--- src/dopag_pkg.sv ---
package dopag_pkg;

    // Data space geometry.
    localparam int ADDR_W = 12;
    localparam int FILE_W = 8;
    localparam int BANK_W = 4;
    localparam int OPC_W = 16;
    localparam int NUM_PTR = 3;
    localparam int IND_OPS = 5;

    // Opcode field positions of the byte-oriented add-W-to-file layout.
    localparam int OPC_FILE_LSB = 0;
    localparam int OPC_A_BIT = 8;
    localparam int OPC_D_BIT = 9;

    // File field limits for access-forced operands.
    localparam logic [FILE_W-1:0] IDX_LIMIT = 8'h5f;
    localparam logic [FILE_W-1:0] ACC_SPLIT_STD = 8'h80;
    localparam logic [FILE_W-1:0] ACC_SPLIT_EXT = 8'h60;
    localparam logic [BANK_W-1:0] BANK_ZERO = 4'h0;
    localparam logic [BANK_W-1:0] BANK_TOP = 4'hf;

    // Indirect operand locations: base is the offset-from-pointer operand.
    localparam logic [ADDR_W-1:0] IND_BASE0 = 12'hfeb;
    localparam logic [ADDR_W-1:0] IND_BASE1 = 12'hfe3;
    localparam logic [ADDR_W-1:0] IND_BASE2 = 12'hfdb;
    localparam logic [2:0] IND_PLUSW = 3'h0;
    localparam logic [2:0] IND_PREINC = 3'h1;
    localparam logic [2:0] IND_POSTDEC = 3'h2;
    localparam logic [2:0] IND_POSTINC = 3'h3;
    localparam logic [2:0] IND_PLAIN = 3'h4;
    localparam logic [ADDR_W-1:0] PTR_STEP = 12'h001;

    // Register indices on the software port.
    localparam logic [3:0] REG_P0_LO = 4'h0;
    localparam logic [3:0] REG_P0_HI = 4'h1;
    localparam logic [3:0] REG_P1_LO = 4'h2;
    localparam logic [3:0] REG_P1_HI = 4'h3;
    localparam logic [3:0] REG_P2_LO = 4'h4;
    localparam logic [3:0] REG_P2_HI = 4'h5;
    localparam logic [3:0] REG_BANK = 4'h6;
    localparam logic [3:0] REG_CFG = 4'h7;
    localparam logic [3:0] REG_LAST_LO = 4'h8;
    localparam logic [3:0] REG_LAST_HI = 4'h9;

    // Reset values.
    localparam logic [ADDR_W-1:0] PTR_RST = 12'h000;
    localparam logic [BANK_W-1:0] BANK_RST = 4'h0;
    localparam logic EXT_RST = 1'b0;
    localparam logic [7:0] RDATA_RST = 8'h00;

    typedef enum logic [2:0] {
        DOPAG_MODE_NONE = 3'h0,
        DOPAG_MODE_ACCESS = 3'h1,
        DOPAG_MODE_BANKED = 3'h3,
        DOPAG_MODE_INDEXED = 3'h2,
        DOPAG_MODE_INDIRECT = 3'h6
    } dopag_mode_t;

endpackage

--- src/dopag_regs.sv ---
`timescale 1ns/10ps
module dopag_regs (
    // Clocking.
    input wire logic clk,
    input wire logic rst_n,
    input wire logic ce,
    // Software port.
    input wire logic [3:0] reg_addr,
    input wire logic [7:0] reg_wdata,
    input wire logic reg_wr,
    input wire logic reg_rd,
    output logic [7:0] reg_rdata,
    // Pointer update from indirect operands.
    input wire logic upd_en,
    input wire logic [1:0] upd_sel,
    input wire logic [dopag_pkg::ADDR_W-1:0] upd_val,
    // Status shown to software.
    input wire logic [dopag_pkg::ADDR_W-1:0] last_addr,
    input wire logic [2:0] last_mode,
    // Steering state.
    output logic [dopag_pkg::ADDR_W-1:0] ptr0,
    output logic [dopag_pkg::ADDR_W-1:0] ptr1,
    output logic [dopag_pkg::ADDR_W-1:0] ptr2,
    output logic [dopag_pkg::BANK_W-1:0] bank,
    output logic ext_en
);
    import dopag_pkg::*;

    logic [ADDR_W-1:0] ptr_ff [NUM_PTR];
    logic [ADDR_W-1:0] nxt_ptr [NUM_PTR];
    logic [BANK_W-1:0] bank_ff;
    logic [BANK_W-1:0] nxt_bank;
    logic ext_ff;
    logic nxt_ext;
    logic [7:0] rdata_ff;
    logic [7:0] nxt_rdata;

    // A software write to a pointer byte beats a same-cycle auto step.
    genvar gi;
    generate
        for (gi = 0; gi < NUM_PTR; gi++) begin : g_ptr
            localparam logic [3:0] LO = 4'(2 * gi);
            localparam logic [3:0] HI = 4'(2 * gi + 1);
            always_comb begin
                nxt_ptr[gi] = ptr_ff[gi];
                if (upd_en && upd_sel == 2'(gi)) begin
                    nxt_ptr[gi] = upd_val;
                end
                if (reg_wr && reg_addr == LO) begin
                    nxt_ptr[gi][7:0] = reg_wdata;
                end
                if (reg_wr && reg_addr == HI) begin
                    nxt_ptr[gi][11:8] = reg_wdata[3:0]; // RULE_13
                end
            end
        end
    endgenerate

    always_comb begin
        nxt_bank = bank_ff;
        nxt_ext = ext_ff;
        nxt_rdata = RDATA_RST;
        if (reg_wr && reg_addr == REG_BANK) begin
            nxt_bank = reg_wdata[BANK_W-1:0];
        end
        if (reg_wr && reg_addr == REG_CFG) begin
            nxt_ext = reg_wdata[0]; // RULE_01
        end
        if (reg_rd) begin
            case (reg_addr)
                REG_P0_LO: nxt_rdata = ptr_ff[0][7:0];
                REG_P0_HI: nxt_rdata = {4'h0, ptr_ff[0][11:8]};
                REG_P1_LO: nxt_rdata = ptr_ff[1][7:0];
                REG_P1_HI: nxt_rdata = {4'h0, ptr_ff[1][11:8]};
                REG_P2_LO: nxt_rdata = ptr_ff[2][7:0];
                REG_P2_HI: nxt_rdata = {4'h0, ptr_ff[2][11:8]};
                REG_BANK: nxt_rdata = {4'h0, bank_ff};
                REG_CFG: nxt_rdata = {7'h00, ext_ff};
                REG_LAST_LO: nxt_rdata = last_addr[7:0];
                REG_LAST_HI: nxt_rdata = {1'b0, last_mode, last_addr[11:8]};
                default: nxt_rdata = RDATA_RST;
            endcase
        end
    end

    always_ff @(posedge clk or negedge rst_n) begin
        if (!rst_n) begin
            for (int i = 0; i < NUM_PTR; i++) begin
                ptr_ff[i] <= PTR_RST;
            end
            bank_ff <= BANK_RST;
            ext_ff <= EXT_RST;
            rdata_ff <= RDATA_RST;
        end else if (ce) begin
            for (int i = 0; i < NUM_PTR; i++) begin
                ptr_ff[i] <= nxt_ptr[i];
            end
            bank_ff <= nxt_bank;
            ext_ff <= nxt_ext;
            rdata_ff <= nxt_rdata;
        end
    end

    assign ptr0 = ptr_ff[0];
    assign ptr1 = ptr_ff[1];
    assign ptr2 = ptr_ff[2];
    assign bank = bank_ff;
    assign ext_en = ext_ff;
    assign reg_rdata = rdata_ff;

endmodule

--- src/dopag_resolve.sv ---
`timescale 1ns/10ps
module dopag_resolve (
    // Operand fields.
    input wire logic ext_en,
    input wire logic acc_bit,
    input wire logic [dopag_pkg::FILE_W-1:0] file,
    // Banking state.
    input wire logic [dopag_pkg::BANK_W-1:0] bank,
    input wire logic [dopag_pkg::ADDR_W-1:0] frame_ptr,
    // Result.
    output logic [dopag_pkg::ADDR_W-1:0] addr,
    output dopag_pkg::dopag_mode_t mode
);
    import dopag_pkg::*;

    always_comb begin
        if (acc_bit) begin
            addr = {bank, file}; // RULE_06 RULE_14
            mode = DOPAG_MODE_BANKED;
        end else if (ext_en && file <= IDX_LIMIT) begin // RULE_01 RULE_02
            // Sum wraps in 12 bits and touches no status flag.
            addr = frame_ptr + {BANK_ZERO, file}; // RULE_03 RULE_07 RULE_17
            mode = DOPAG_MODE_INDEXED;
        end else if (ext_en) begin
            // Low access locations are hidden behind the window here.
            addr = {BANK_TOP, file}; // RULE_04 RULE_05
            mode = DOPAG_MODE_ACCESS;
        end else begin
            addr = {(file >= ACC_SPLIT_STD) ? BANK_TOP : BANK_ZERO,
                    file}; // RULE_16
            mode = DOPAG_MODE_ACCESS;
        end
    end

endmodule

--- src/dopag_top.sv ---
// Local design decisions: the plain strobed port and the address map.
`timescale 1ns/10ps
// Notes on behaviour
// RULE_01: Offset addressing exists only while the extended set bit is one.
// RULE_02: Set on, access bit zero and field up to 5Fh select offset mode.
// RULE_03: Offset mode addresses frame pointer plus the unsigned file field.
// RULE_04: Set on, access bit zero and field 60h or more use the top bank.
// RULE_05: With it set, access locations below 60h cannot be reached directly.
// RULE_06: Access bit one joins the 4-bit bank select with the file field.
// RULE_07: The window runs from the frame pointer to that pointer plus 95.
// RULE_08: Indirect operands, frame pointer ones too, keep plain indirect use.
// RULE_09: Pointer pairs zero and one behave alike with the set on or off.
// RULE_10: Inherent and literal instructions get no operand address at all.
// RULE_11: Memory size, linear space and register map stay as they are.
// RULE_12: Access bit and destination bit sit just above the 8-bit file field.
// RULE_13: Pointer pairs hold 12 bits; the high byte's upper nibble is absent.
// RULE_14: Banked addresses are bank select concatenated with the file field.
// RULE_15: Destination bit one writes the file, zero the working register.
// RULE_16: Set off, forced fields 00h-7Fh use bank zero, 80h-FFh the top bank.
// RULE_17: The pointer sum wraps in 12 bits and changes no status flag.
module dopag_top #(
    parameter int REG_AW = 4
) (
    // Clock, reset and enable.
    input wire logic CLK,
    input wire logic RST_N,
    input wire logic CE,
    // Software register port.
    input wire logic [REG_AW-1:0] REG_ADDR,
    input wire logic [7:0] REG_WDATA,
    input wire logic REG_WR,
    input wire logic REG_RD,
    output logic [7:0] REG_RDATA,
    // Instruction from the decoder.
    input wire logic OP_VALID,
    input wire logic [dopag_pkg::OPC_W-1:0] OPCODE,
    input wire logic OP_FILE_REF,
    input wire logic OP_HAS_DEST,
    input wire logic [7:0] W_VALUE,
    // Resolved operand toward data space.
    output logic ADDR_VALID,
    output logic [dopag_pkg::ADDR_W-1:0] DATA_ADDR,
    output dopag_pkg::dopag_mode_t ADDR_MODE,
    output logic WR_TO_FILE,
    output logic WR_TO_W
);
    import dopag_pkg::*;

    generate
        if (REG_AW < 4) begin : g_bad_aw
            $error("REG_AW must be at least 4");
        end
    endgenerate

    // Reset release through two flops; assertion stays asynchronous.
    logic rst_meta_ff;
    logic rst_sync_ff;
    logic rst_n;

    always_ff @(posedge CLK or negedge RST_N) begin
        if (!RST_N) begin
            rst_meta_ff <= 1'b0;
            rst_sync_ff <= 1'b0;
        end else begin
            rst_meta_ff <= 1'b1;
            rst_sync_ff <= rst_meta_ff;
        end
    end

    assign rst_n = rst_sync_ff;

    // Addresses above the register window read as zero.
    logic [3:0] reg_idx;
    logic reg_in_range;

    always_comb begin
        reg_in_range = (REG_ADDR >> 4) == '0;
        reg_idx = REG_ADDR[3:0];
    end

    // Opcode fields.
    logic [FILE_W-1:0] op_file;
    logic op_acc;
    logic op_dest;

    always_comb begin
        op_file = OPCODE[OPC_FILE_LSB +: FILE_W];
        op_acc = OPCODE[OPC_A_BIT]; // RULE_12
        op_dest = OPCODE[OPC_D_BIT]; // RULE_12
    end

    // Register file.
    logic [ADDR_W-1:0] ptr [NUM_PTR];
    logic [BANK_W-1:0] bank;
    logic ext_en;
    logic upd_en;
    logic [1:0] upd_sel;
    logic [ADDR_W-1:0] upd_val;
    logic [ADDR_W-1:0] addr_ff;
    logic [ADDR_W-1:0] nxt_addr;
    dopag_mode_t mode_ff;
    dopag_mode_t nxt_mode;

    dopag_regs u_regs (
        .clk(CLK),
        .rst_n(rst_n),
        .ce(CE),
        .reg_addr(reg_idx),
        .reg_wdata(REG_WDATA),
        .reg_wr(REG_WR && reg_in_range),
        .reg_rd(REG_RD && reg_in_range),
        .reg_rdata(REG_RDATA),
        .upd_en(upd_en),
        .upd_sel(upd_sel),
        .upd_val(upd_val),
        .last_addr(addr_ff),
        .last_mode(mode_ff),
        .ptr0(ptr[0]),
        .ptr1(ptr[1]),
        .ptr2(ptr[2]),
        .bank(bank),
        .ext_en(ext_en)
    );

    // Direct resolution. The map itself never changes with the set.
    logic [ADDR_W-1:0] dir_addr;
    dopag_mode_t dir_mode;

    dopag_resolve u_resolve (
        .ext_en(ext_en),
        .acc_bit(op_acc),
        .file(op_file),
        .bank(bank),
        .frame_ptr(ptr[2]),
        .addr(dir_addr),
        .mode(dir_mode)
    ); // RULE_11

    // Returns which indirect operand of a pair an address names, if any.
    function automatic logic [3:0] ind_decode(
        input logic [ADDR_W-1:0] addr,
        input logic [ADDR_W-1:0] base
    );
        logic [ADDR_W-1:0] diff;
        diff = addr - base;
        if (addr >= base && diff < ADDR_W'(IND_OPS)) begin
            ind_decode = {1'b1, diff[2:0]};
        end else begin
            ind_decode = 4'h0;
        end
    endfunction

    localparam logic [ADDR_W-1:0] IND_BASES [NUM_PTR] = '{
        IND_BASE0, IND_BASE1, IND_BASE2
    };

    logic [3:0] ind_hit [NUM_PTR];
    logic [ADDR_W-1:0] ind_addr [NUM_PTR];
    logic [ADDR_W-1:0] ind_next [NUM_PTR];
    logic [ADDR_W-1:0] w_sext;

    assign w_sext = {{(ADDR_W - 8){W_VALUE[7]}}, W_VALUE};

    // Every pair uses the same indirect rules, frame pointer included.
    genvar gp;
    generate
        for (gp = 0; gp < NUM_PTR; gp++) begin : g_ind
            always_comb begin
                ind_hit[gp] = ind_decode(dir_addr,
                    IND_BASES[gp]); // RULE_08 RULE_09
                ind_addr[gp] = ptr[gp];
                ind_next[gp] = ptr[gp];
                case (ind_hit[gp][2:0])
                    IND_PLUSW: ind_addr[gp] = ptr[gp] + w_sext;
                    IND_PREINC: begin
                        ind_addr[gp] = ptr[gp] + PTR_STEP;
                        ind_next[gp] = ptr[gp] + PTR_STEP;
                    end
                    IND_POSTDEC: ind_next[gp] = ptr[gp] - PTR_STEP;
                    IND_POSTINC: ind_next[gp] = ptr[gp] + PTR_STEP;
                    default: ind_addr[gp] = ptr[gp];
                endcase
            end
        end
    endgenerate

    // Offset-mode results are final: the window never becomes indirect.
    logic take_op;
    logic ind_any;
    logic [1:0] ind_sel;

    always_comb begin
        take_op = OP_VALID && OP_FILE_REF; // RULE_10
        ind_any = 1'b0;
        ind_sel = 2'h0;
        for (int i = NUM_PTR - 1; i >= 0; i--) begin
            if (ind_hit[i][3]) begin
                ind_any = 1'b1;
                ind_sel = 2'(i);
            end
        end
        if (dir_mode == DOPAG_MODE_INDEXED) begin
            ind_any = 1'b0;
        end
    end

    always_comb begin
        upd_en = 1'b0;
        upd_sel = ind_sel;
        upd_val = ind_next[ind_sel];
        if (take_op && ind_any && ind_next[ind_sel] != ptr[ind_sel]) begin
            upd_en = 1'b1; // RULE_08
        end
    end

    // Output stage.
    logic valid_ff;
    logic nxt_valid;
    logic to_file_ff;
    logic nxt_to_file;
    logic to_w_ff;
    logic nxt_to_w;

    always_comb begin
        nxt_valid = take_op;
        nxt_addr = addr_ff;
        nxt_mode = mode_ff;
        nxt_to_file = 1'b0;
        nxt_to_w = 1'b0;
        if (take_op) begin
            nxt_addr = ind_any ? ind_addr[ind_sel] : dir_addr;
            nxt_mode = ind_any ? DOPAG_MODE_INDIRECT : dir_mode;
            nxt_to_file = !OP_HAS_DEST || op_dest; // RULE_15
            nxt_to_w = OP_HAS_DEST && !op_dest; // RULE_15
        end
    end

    always_ff @(posedge CLK or negedge rst_n) begin
        if (!rst_n) begin
            valid_ff <= 1'b0;
            addr_ff <= PTR_RST;
            mode_ff <= DOPAG_MODE_NONE;
            to_file_ff <= 1'b0;
            to_w_ff <= 1'b0;
        end else if (CE) begin
            valid_ff <= nxt_valid;
            addr_ff <= nxt_addr;
            mode_ff <= nxt_mode;
            to_file_ff <= nxt_to_file;
            to_w_ff <= nxt_to_w;
        end
    end

    assign ADDR_VALID = valid_ff;
    assign DATA_ADDR = addr_ff;
    assign ADDR_MODE = mode_ff;
    assign WR_TO_FILE = to_file_ff;
    assign WR_TO_W = to_w_ff;

endmodule

--- config.mk ---
export PLATFORM = sky130hd
export DESIGN_NAME = dopag_top
export DESIGN_NICKNAME = d
export VERILOG_FILES = /design/src/dopag_pkg.sv /design/src/dopag_regs.sv /design/src/dopag_resolve.sv /design/src/dopag_top.sv
export SDC_FILE = /design/constraint.sdc
export NUM_CORES = 1
export LEC_CHECK = 0
export ABC_AREA = 1
export BUFFER_PORTS_ARGS = -buffer_cell sky130_fd_sc_hd__buf_2
export CORE_MARGIN = 5
export CORE_UTILIZATION = 50
export CTS_BUF_LIST = sky130_fd_sc_hd__clkbuf_8
export DETAILED_ROUTE_END_ITERATION = 10
export GPL_TIMING_DRIVEN = 0
export PLACE_DENSITY_LB_ADDON = 0.05
export SETUP_SLACK_MARGIN = 0.3
export SLEW_MARGIN = 20
export SYNTH_ARGS = -nofsm -noshare
export SYNTH_HDL_FRONTEND = slang
export SYNTH_SLANG_ARGS = --single-unit
--- constraint.sdc ---
create_clock -name CLK -period 5.5 [get_ports CLK]
set_input_delay 0.825 -clock CLK [delete_from_list [all_inputs] [get_ports CLK]]
set_output_delay 0.825 -clock CLK [all_outputs]
set_load 0.05 [all_outputs]
==> results.md, run 1 <==
- Multiplexer area fraction after synthesis: 0.001226
- DIE AREA: 21180 µm²
- Final slew viol count: 0
- Slew HR: 0.5409
- Fin crit share: 0.9026
- Slowest cell on crit path: dfrtp_1
- WP data required: 5.76 ns
- Grt total ovfl: 0
- Max-cap viol count: 0
- Syn-to-layout area delta: 9.412%
- Slew @ Worst Pin: 0.6861 ns
- CTS Buf Count: 9
- Wirelength per Cell: 20.45 µm
- Cells along the critical path: inv_1 > fa_1 > inv_1 > nand3_1 > nand2_2 > ha_1 > inv_1 > nor3_4 > inv_2 > a21oi_4 > buf_2 > nor2_1 > o21ai_1 > nand3_1 > nand2_1 > nand2_1 > nand3_1 > nand2_1
- Initial Utilization: 0.5096
- Detailed-route via count: 10.71k
- Layout cell share with drive strength beyond 1: 0.1090
- Post-CTS setup buffers: 0
- Post-synthesis compound-gate area fraction: 0.1690
- GRT Total Usage: 0.3405
- CTS Sinks: 69
- Synthesized net count: 1615
- Count of buffers from port buffering: 62
- Site Rows: 49
- Switching pwr: 0.8006 mW
- Die height: 145.5 µm
- Worst skew pair latency: 0.38 ns
- Hpwl dp: 30450 µm
- Clk slew on worst S/H paths: 0.09 ns
- Most numerous cell in the Yosys netlist: nand2_1
- Ys flop type: dfrtp_1
- Antenna violations before repair: 1
- CTS resizes: 0
- Final worst path period need: 4.964 ns
- DRT Wirelength: 37340 µm
- Die Wd: 145.5 µm
- P_int: 1.075 mW
- Maximum operating frequency: 201.4 MHz
- DRT iter0 DRCs: 1376
- TritonCTS clock tree: yes
- Clk buf depth: 2
- Final Non-Filler Cells: 1826
- GPL Wtd Cong: 1.059
- Asr flop ratio synth: 1.000
- Startpoint types: register
- Vias in the first global route: 9712
- Leak: 5.269 nW
- Run status: complete, no violations
- CTS Root Cell: clkbuf_8
- Combinational share of power: 0.383
- I/O pins: 70
- Crit Path Max Fanout: 10
- Final setup viols: 0
- Yosys warnings: 0
- Synth area leader: nand2_1
- Clock group share of total power: 0.289
- First-pass GRT wire length: 56710 µm
- N_diodes: 0
- Clock skew: 0.007549 ns
- Synthesized flop and latch total: 69
- Worst hold slack: 0.2109 ns
- Final worst setup slack: 0.5357 ns
- CTS HTree Levels: 3
- Netlist cell types: 57
- Largest net degree at the start of global routing: 38
- DRT Pass-1 Iters: 6
- Pre-CTS setup slack: 0.5512 ns
- Flop pwr share: 0.328
- Via density: 5.866
- Crit path largest cell delay: 0.71 ns
- Simple-gate area share of the yosys netlist: 0.4092
- Post-Synth Adder-Cell Area: 0.07546
- Unrepaired setup endpoints after global routing: no
- Final Power: 1.876 mW
- Post-DRT Antenna Nets: 0
- Crit end category: register
- Setup CP Type: register to register
- Post-synth EDFFs: 0
- Post-synth top cells: nand2_1 (484), inv_1 (172), nand3_1 (144)
- Sequential element share of the synthesized area: 0.1880
- Final Hold Viols: 0
- Placed cell count: 1810
- Synthesized cell area: 9186 µm²
- Largest cells by area after synthesis: nand2_1 (20%), dfrtp_1 (19%), nand3_1 (7.8%)
- Core ar.: 18020 µm²
- Post-synth top area share: 0.1978
- Cell Pwr Density: 186.6 nW/µm²
- # hold bufs at CTS: 0
- Maximum vdd drop: 0.0001536 V
- Syn Inst Count: 1518
- Total negative slack: 0 ns
- Worst EP arrival: 5.23 ns
- Sw frac: 0.4268
- Largest family of logic cells by synthesized area: simple AND/OR/NAND/NOR gates
- DRC Markers: 0
- Final nets: 1689
- Fillers: 1915
- Synth Area in XOR/XNOR: 0.05625
- Hold crit path type: input port to asynchronous set/reset pin
- Mean Syn Cell Area: 6.052 µm²
stage by stage:
stage	utilization	cell area, µm²
2_1_floorplan	-	9186
3_3_place_gp	0.5428	9783
3_5_place_dp	0.5441	9807
4_1_cts	0.5576	10050
5_1_grt	0.5576	10050
6_report	0.5576	10050
path summary, 6_finish.rpt:
kind | from | endpoint | slack [ns] | cells past startpoint
max reg2reg | u_regs.ptr2[1]$_DFFE_PN0P_ | u_regs.ptr2[5]$_DFFE_PN0P_ | 0.54 | 18
min | RST_N | rst_n$_DFF_PN0_ | 0.21 | 1
min reg2reg | rst_n$_DFF_PN0_ | u_regs.reg_rdata[1]$_DFFE_PN0P_ | 0.28 | 0
max in group asynchronous | rst_n$_DFF_PN0_ | u_regs.ptr2[4]$_DFFE_PN0P_ | 4.65 | 1
min in group CLK | rst_meta_ff$_DFF_PN0_ | rst_n$_DFF_PN0_ | 0.36 | 0
max | u_regs.ptr2[1]$_DFFE_PN0P_ | u_regs.ptr2[5]$_DFFE_PN0P_ | 0.54 | 18
power groups by stage:
stage	registers, mW	logic [mW]	clock network (mW)
floorplan	0.668	0.443	0
global placement	0.628	0.689	0
detailed placement	0.623	0.703	0
CTS	0.613	0.705	0.545
global route	0.618	0.789	0.571
finish	0.616	0.719	0.542
placed cells by master, fill, tap and decap left out, drive strengths merged, types with 21 or more instances in the layout:
cell type / count
o21ai: 79
o211ai: 21
nand4: 24
ha: 49
xor2: 51
inv: 187
buf: 83
nor2: 120
a21oi: 67
clkbuf: 34
dfrtp: 69
nand3: 149
nand2: 511
layer usage:
layer,vias up,wire (µm),GRT usage
met1,4931,16250,0.4857
met4,2,1770,0.1423
met3,92,3318,0.04142
met5,-,7,0
li1,5176,-,-
met2,510,15990,0.5208
logic make-up (layout without fill, tap and decap cells):
| logic type | count (synthesis) | in the layout |
|---|---|---|
| AOI/OAI and AO/OA | 252 | 252 |
| xor gates and xnor gates | 59 | 59 |
| buffers and inverters | 234 | 313 |
| and+or+nand+nor | 849 | 849 |
| DFF | 69 | 69 |
| adders and majority gates | 53 | 53 |
| other | 1 | 1 |
| muxes | 1 | 1 |
cell type report:
class / instances / area [µm²] / share of cell area
multi-input cells: 1215 / 6536 / 0.6503
clock inverters: 7 / 120.1 / 0.01195
clock buffers: 9 / 123.9 / 0.01232
flip-flops and latches: 69 / 1730 / 0.1722
repair buffers: 63 / 330.3 / 0.03286
well taps: 229 / 286.5 / 0.02851
plain buffers: 45 / 209.0 / 0.02079
inverters: 189 / 714.4 / 0.07108
registers in the layout, summed over array words and instances, names as in the netlist:
register,flops
u_regs.ptr0,12
DATA_ADDR,12
u_regs.bank,4
WR_TO_FILE,1
u_regs.ext_en,1
rst_n,1
WR_TO_W,1
ADDR_VALID,1
u_regs.ptr1,12
u_regs.reg_rdata,8
u_regs.ptr2,12
rst_meta_ff,1
ADDR_MODE,3
worst max-delay path, delay by kind of cell (launching register included):
family / cells / cell delay (ns)
AO/OA/AOI/OAI: 2 / 0.63
adder cells (fa/ha/maj): 2 / 1.04
buffers and inverters: 5 / 0.99
flip-flops: 1 / 0.71
AND/OR/NAND/NOR: 9 / 1.46
(Power assumes the default switching activity.)
==> inputs of run 2 (changes only) <==
==> constraint.sdc (replaced) <==
create_clock -name CLK -period 5.3 [get_ports CLK]
set_input_delay 0.795 -clock CLK [delete_from_list [all_inputs] [get_ports CLK]]
set_output_delay 0.795 -clock CLK [all_outputs]
set_load 0.05 [all_outputs]
==> run 2 against run 1 <==
Net effect: total power rose by 3.9%; first-iteration DRC count did not move; clock skew rose by 0.00078 ns; clock power rose by 3.9%; cell area barely moved; sequential share of layout area barely moved; critical path type unchanged; critical endpoint unchanged; largest power group unchanged.
==> results.md, run 2 (synthesis gave the netlist of run 1 again) <==
- Cell Pwr Density: 193.8 nW/µm²
- Hpwl dp: 30450 µm
- Die Wd: 145.5 µm
- GPL Wtd Cong: 1.059
- Final Hold Viols: 0
- Core ar.: 18020 µm²
- Clk slew on worst S/H paths: 0.08 ns
- Met3 track demand over resource: 0.04142
- CTS HTree Levels: 3
- Final setup viols: 0
- GR Layer Usage met1: 0.4857
- DIE AREA: 21180 µm²
- Startpoint types: register
- CTS Sinks: 69
- Leak: 5.268 nW
- Slowest cell on crit path: dfrtp_1
- Crit path largest cell delay: 0.62 ns
- Clock skew: 0.008333 ns
- Maximum operating frequency: 205.9 MHz
- Final worst path period need: 4.856 ns
- Crit Path Max Fanout: 10
- Slew @ Worst Pin: 0.6910 ns
- Run status: complete, no violations
- I/O pins: 70
- GRT Total Usage: 0.3405
- Grt total ovfl: 0
- Post-DRT Antenna Nets: 0
- Setup CP Type: register to register
- CTS Buf Count: 9
- Cells along the critical path: ha_1 > inv_1 > fa_1 > inv_1 > nand3_1 > nand2_2 > ha_1 > inv_1 > nor3_4 > inv_2 > a21oi_4 > buf_2 > nor2_1 > o21ai_1 > nand3_1 > nand2_1 > nand2_1 > nand3_1 > nand2_1
- Die height: 145.5 µm
- Initial Utilization: 0.5096
- Commonest non-fill, non-tap cell in the layout: nand2_1
- Placed cell count: 1810
- Site Rows: 49
- Antenna violations before repair: 1
- Detailed-route via count: 10.72k
- Final slew viol count: 0
- N_diodes: 0
- Final nets: 1689
- Slew HR: 0.5376
- Unrepaired setup endpoints after global routing: no
- DRC Markers: 0
- CTS Root Cell: clkbuf_8
- Total negative slack: 0 ns
- Maximum vdd drop: 0.0001594 V
- Fin crit share: 0.9163
- WP data required: 5.56 ns
- Syn-to-layout area delta: 9.425%
- Count of buffers from port buffering: 62
- Wirelength per Cell: 20.45 µm
- Via density: 5.869
- # hold bufs at CTS: 0
- Layout cell share with drive strength beyond 1: 0.1096
- Final Non-Filler Cells: 1826
- First-pass GRT wire length: 56710 µm
- Hold crit path type: input port to asynchronous set/reset pin
- Worst EP arrival: 5.12 ns
- Worst skew pair latency: 0.38 ns
- Busiest layer in global routing: met2
- Worst hold slack: 0.1799 ns
- Crit end category: register
- TritonCTS clock tree: yes
- Largest net degree at the start of global routing: 38
- Vias in the first global route: 9712
- Max-cap viol count: 0
- DRT iter0 DRCs: 1376
- Clk buf depth: 2
- DRT Wirelength: 37350 µm
- Global routing usage on met2: 0.5208
- DRT Pass-1 Iters: 5
- Commonest non-fill, non-tap cells in the layout: nand2_1 (484), inv_1 (172), nand3_1 (144)
run 2: cell counts in the layout (fill, tap and decap cells not counted):
No cell type changed its count.
run 2: worst max-delay path: cells and delay by family, from the launching register on:
family	cells	cell delay, ns
AO/OA/AOI/OAI	2	0.61
adder cells (fa/ha/maj)	3	1.28
flip-flops	1	0.62
AND/OR/NAND/NOR	9	1.46
buffers and inverters	5	0.75
run 2: through the flow:
stage	worst slack [ns]	power (mW)	cell area (µm²)	util
after global placement	0.3994	1.367	9783	0.5428
after detailed placement	0.3812	1.376	9807	0.5441
after global routing	0.3181	2.054	10050	0.5577
final	0.4439	1.948	10050	0.5577
after floorplan	1.570	1.153	9186	-
after CTS	0.5788	1.934	10050	0.5576
run 2: layer usage:
metal,vias up,wire [µm]
met5,-,7
met4,2,1726
met3,90,3228
met2,513,16090
met1,4936,16300
li1,5175,-
run 2: timing repair:
action | 4_1_cts | 5_1_grt
resized for setup | 0 | 2
setup buffers | 0 | 0
endpoints found under the setup margin | 0 | 4
run 2: path summary, 6_finish.rpt:
kind | startpoint | end | slack, ns | cells after the start
setup / recovery | u_regs.ptr2[0]$_DFFE_PN0P_ | u_regs.ptr2[5]$_DFFE_PN0P_ | 0.44 | 19
min in group CLK | rst_meta_ff$_DFF_PN0_ | rst_n$_DFF_PN0_ | 0.36 | 0
setup reg to reg | u_regs.ptr2[0]$_DFFE_PN0P_ | u_regs.ptr2[5]$_DFFE_PN0P_ | 0.44 | 19
hold reg to reg | rst_n$_DFF_PN0_ | u_regs.reg_rdata[1]$_DFFE_PN0P_ | 0.28 | 0
max in group asynchronous | rst_n$_DFF_PN0_ | u_regs.ptr2[4]$_DFFE_PN0P_ | 4.45 | 1
hold / removal | RST_N | rst_n$_DFF_PN0_ | 0.18 | 1
run 2: area by class of cell:
type,count,area (µm²)
buffer,45,209.0
clock buffer,9,123.9
clock inverter,7,120.1
fill,1915,7973
inverter,189,714.4
multi-input combinational,1215,6536
sequential,69,1732
tap,229,286.5
timing repair buffer,63,330.3
run 2: power breakdown:
group          switching (mW)  leakage, nW  internal [mW]
clock network           0.248        0.120          0.315
registers              0.0701        0.899          0.569
logic                   0.514         4.25          0.232
total                   0.832         5.27           1.12
==> inputs of run 3 (changes only) <==
--- a/config.mk
+++ b/config.mk
@@ -12,7 +12,7 @@
 export CTS_BUF_LIST = sky130_fd_sc_hd__clkbuf_8
 export DETAILED_ROUTE_END_ITERATION = 10
 export GPL_TIMING_DRIVEN = 0
-export PLACE_DENSITY_LB_ADDON = 0.05
+export PLACE_DENSITY = 0.71
 export SETUP_SLACK_MARGIN = 0.3
 export SLEW_MARGIN = 20
 export SYNTH_ARGS = -nofsm -noshare
==> run 3 against run 2 <==
Net effect: die area stayed put; combinational power hardly changed; worst setup slack better by 0.11 ns; critical path type unchanged; highest routed layer is now met4.
==> results.md, run 3 (synthesis gave the netlist of run 1 again) <==
- Syn-to-layout area delta: 9.085%
- Initial Utilization: 0.5096
- Worst EP arrival: 5.05 ns
- Hpwl dp: 30420 µm
- CTS Sinks: 69
- Hold crit path type: input port to asynchronous set/reset pin
- Unrepaired setup endpoints after global routing: no
- Startpoint types: register
- GPL Wtd Cong: 1.052
- Core ar.: 18020 µm²
- Worst R2R Start: u_regs.ptr2[0]$_DFFE_PN0P_
- Post-DRT Antenna Nets: 0
- WP data required: 5.60 ns
- Clk buf depth: 2
- Final worst setup slack: 0.5516 ns
- Commonest non-fill, non-tap cell in the layout: nand2_1
- Worst hold slack: 0.1837 ns
- Pre-CTS setup slack: 0.4532 ns
- Total negative slack: 0 ns
- DRT Pass-1 Iters: 6
- Max-cap viol count: 0
- Slew @ Worst Pin: 0.6436 ns
- DRT Wirelength: 36980 µm
- Commonest non-fill, non-tap cells in the layout: nand2_1 (484), inv_1 (172), nand3_1 (144)
- Via density: 5.917
- Count of buffers from port buffering: 62
- Setup CP Type: register to register
- I/O pins: 70
- Crit Path Max Fanout: 10
- Leak: 5.249 nW
- Layout cell share with drive strength beyond 1: 0.1090
- Wirelength per Cell: 20.26 µm
- Final slew viol count: 0
- Final worst path period need: 4.748 ns
- Vias in the first global route: 9836
- Site Rows: 49
- DIE AREA: 21180 µm²
- Clk slew on worst S/H paths: 0.09 ns
- Worst skew pair latency: 0.38 ns
- CTS Buf Count: 9
- Die Wd: 145.5 µm
- Grt total ovfl: 0
- Cell Pwr Density: 188.0 nW/µm²
- CTS resizes: 0
- TritonCTS clock tree: yes
- DRT iter0 DRCs: 1414
- GRT Total Usage: 0.3399
- DRC Markers: 0
- Cells along the critical path: ha_1 > inv_1 > fa_1 > inv_1 > nand3_1 > nand2_2 > ha_1 > inv_1 > nand3_2 > nand2_1 > nor3_4 > inv_2 > nor2_1 > inv_1 > o21ai_0 > o21ai_0 > nand3_1 > nand2_1 > nand2_1 > nand3_1 > nand2_1
- Slowest cell on crit path: dfrtp_1
- CTS Root Cell: clkbuf_8
- Antenna violations before repair: 0
- Fin crit share: 0.8959
- Maximum operating frequency: 210.6 MHz
- Final Hold Viols: 0
- Post-CTS setup buffers: 0
- N_diodes: 0
- Crit path launch: u_regs.ptr2[0]$_DFFE_PN0P_
- Run status: complete, no violations
- Clock skew: 0.01039 ns
- Crit path largest cell delay: 0.61 ns
- Final nets: 1689
- Die height: 145.5 µm
- First-pass GRT wire length: 57160 µm
- Slew HR: 0.5664
- Final setup viols: 0
- CTS HTree Levels: 3
- Maximum vdd drop: 0.0002002 V
- Largest net degree at the start of global routing: 38
- # hold bufs at CTS: 0
- Crit end category: register
- Final Power: 1.884 mW
- Detailed-route via count: 10.80k
-- run 3: power by group --
part	internal, mW	switching (mW)
Clock	0.262	0.232
Combinational	0.232	0.516
Sequential	0.569	0.0726
Total	1.06	0.820
-- run 3: layout make-up --
class	instances	area, µm²
flip-flops and latches	69	1732
clock buffers	9	123.9
clock inverters	6	88.84
well taps	229	286.5
fillers	1874	8004
repair buffers	63	330.3
inverters	189	714.4
plain buffers	45	209.0
multi-input cells	1215	6536
-- run 3: worst max-delay path: cells and delay by family, from the launching register on --
kind,cells,cell delay (ns)
flops,1,0.61
buf+inv,5,0.53
compound gates,2,0.38
simple gates,11,2.19
fa+ha+maj,3,0.97
-- run 3: metal layers --
layer	vias up	share of wire	GRT usage
met5	-	0	0
met4	0	0.047	0.1334
met3	89	0.099	0.04889
met2	606	0.44	0.5357
met1	4933	0.42	0.4707
li1	5170	-	-
-- run 3: final timing paths --
path,endpoint,slack (ns),cells after the start
max,u_regs.ptr2[4]$_DFFE_PN0P_,0.55,21
min,rst_n$_DFF_PN0_,0.18,1
max reg2reg,u_regs.ptr2[4]$_DFFE_PN0P_,0.55,21
min reg2reg,u_regs.reg_rdata[0]$_DFFE_PN0P_,0.29,0
max in group asynchronous,u_regs.ptr2[8]$_DFFE_PN0P_,4.45,1
min in group CLK,rst_n$_DFF_PN0_,0.35,0
-- run 3: through the flow --
step	std cells	instance area, µm²	util
after floorplan	1518	9186	-
after global placement	1809	9783	0.5428
after detailed placement	1810	9807	0.5441
after CTS	1825	10020	0.5559
after global routing	1825	10020	0.5559
final	1825	10020	0.5559
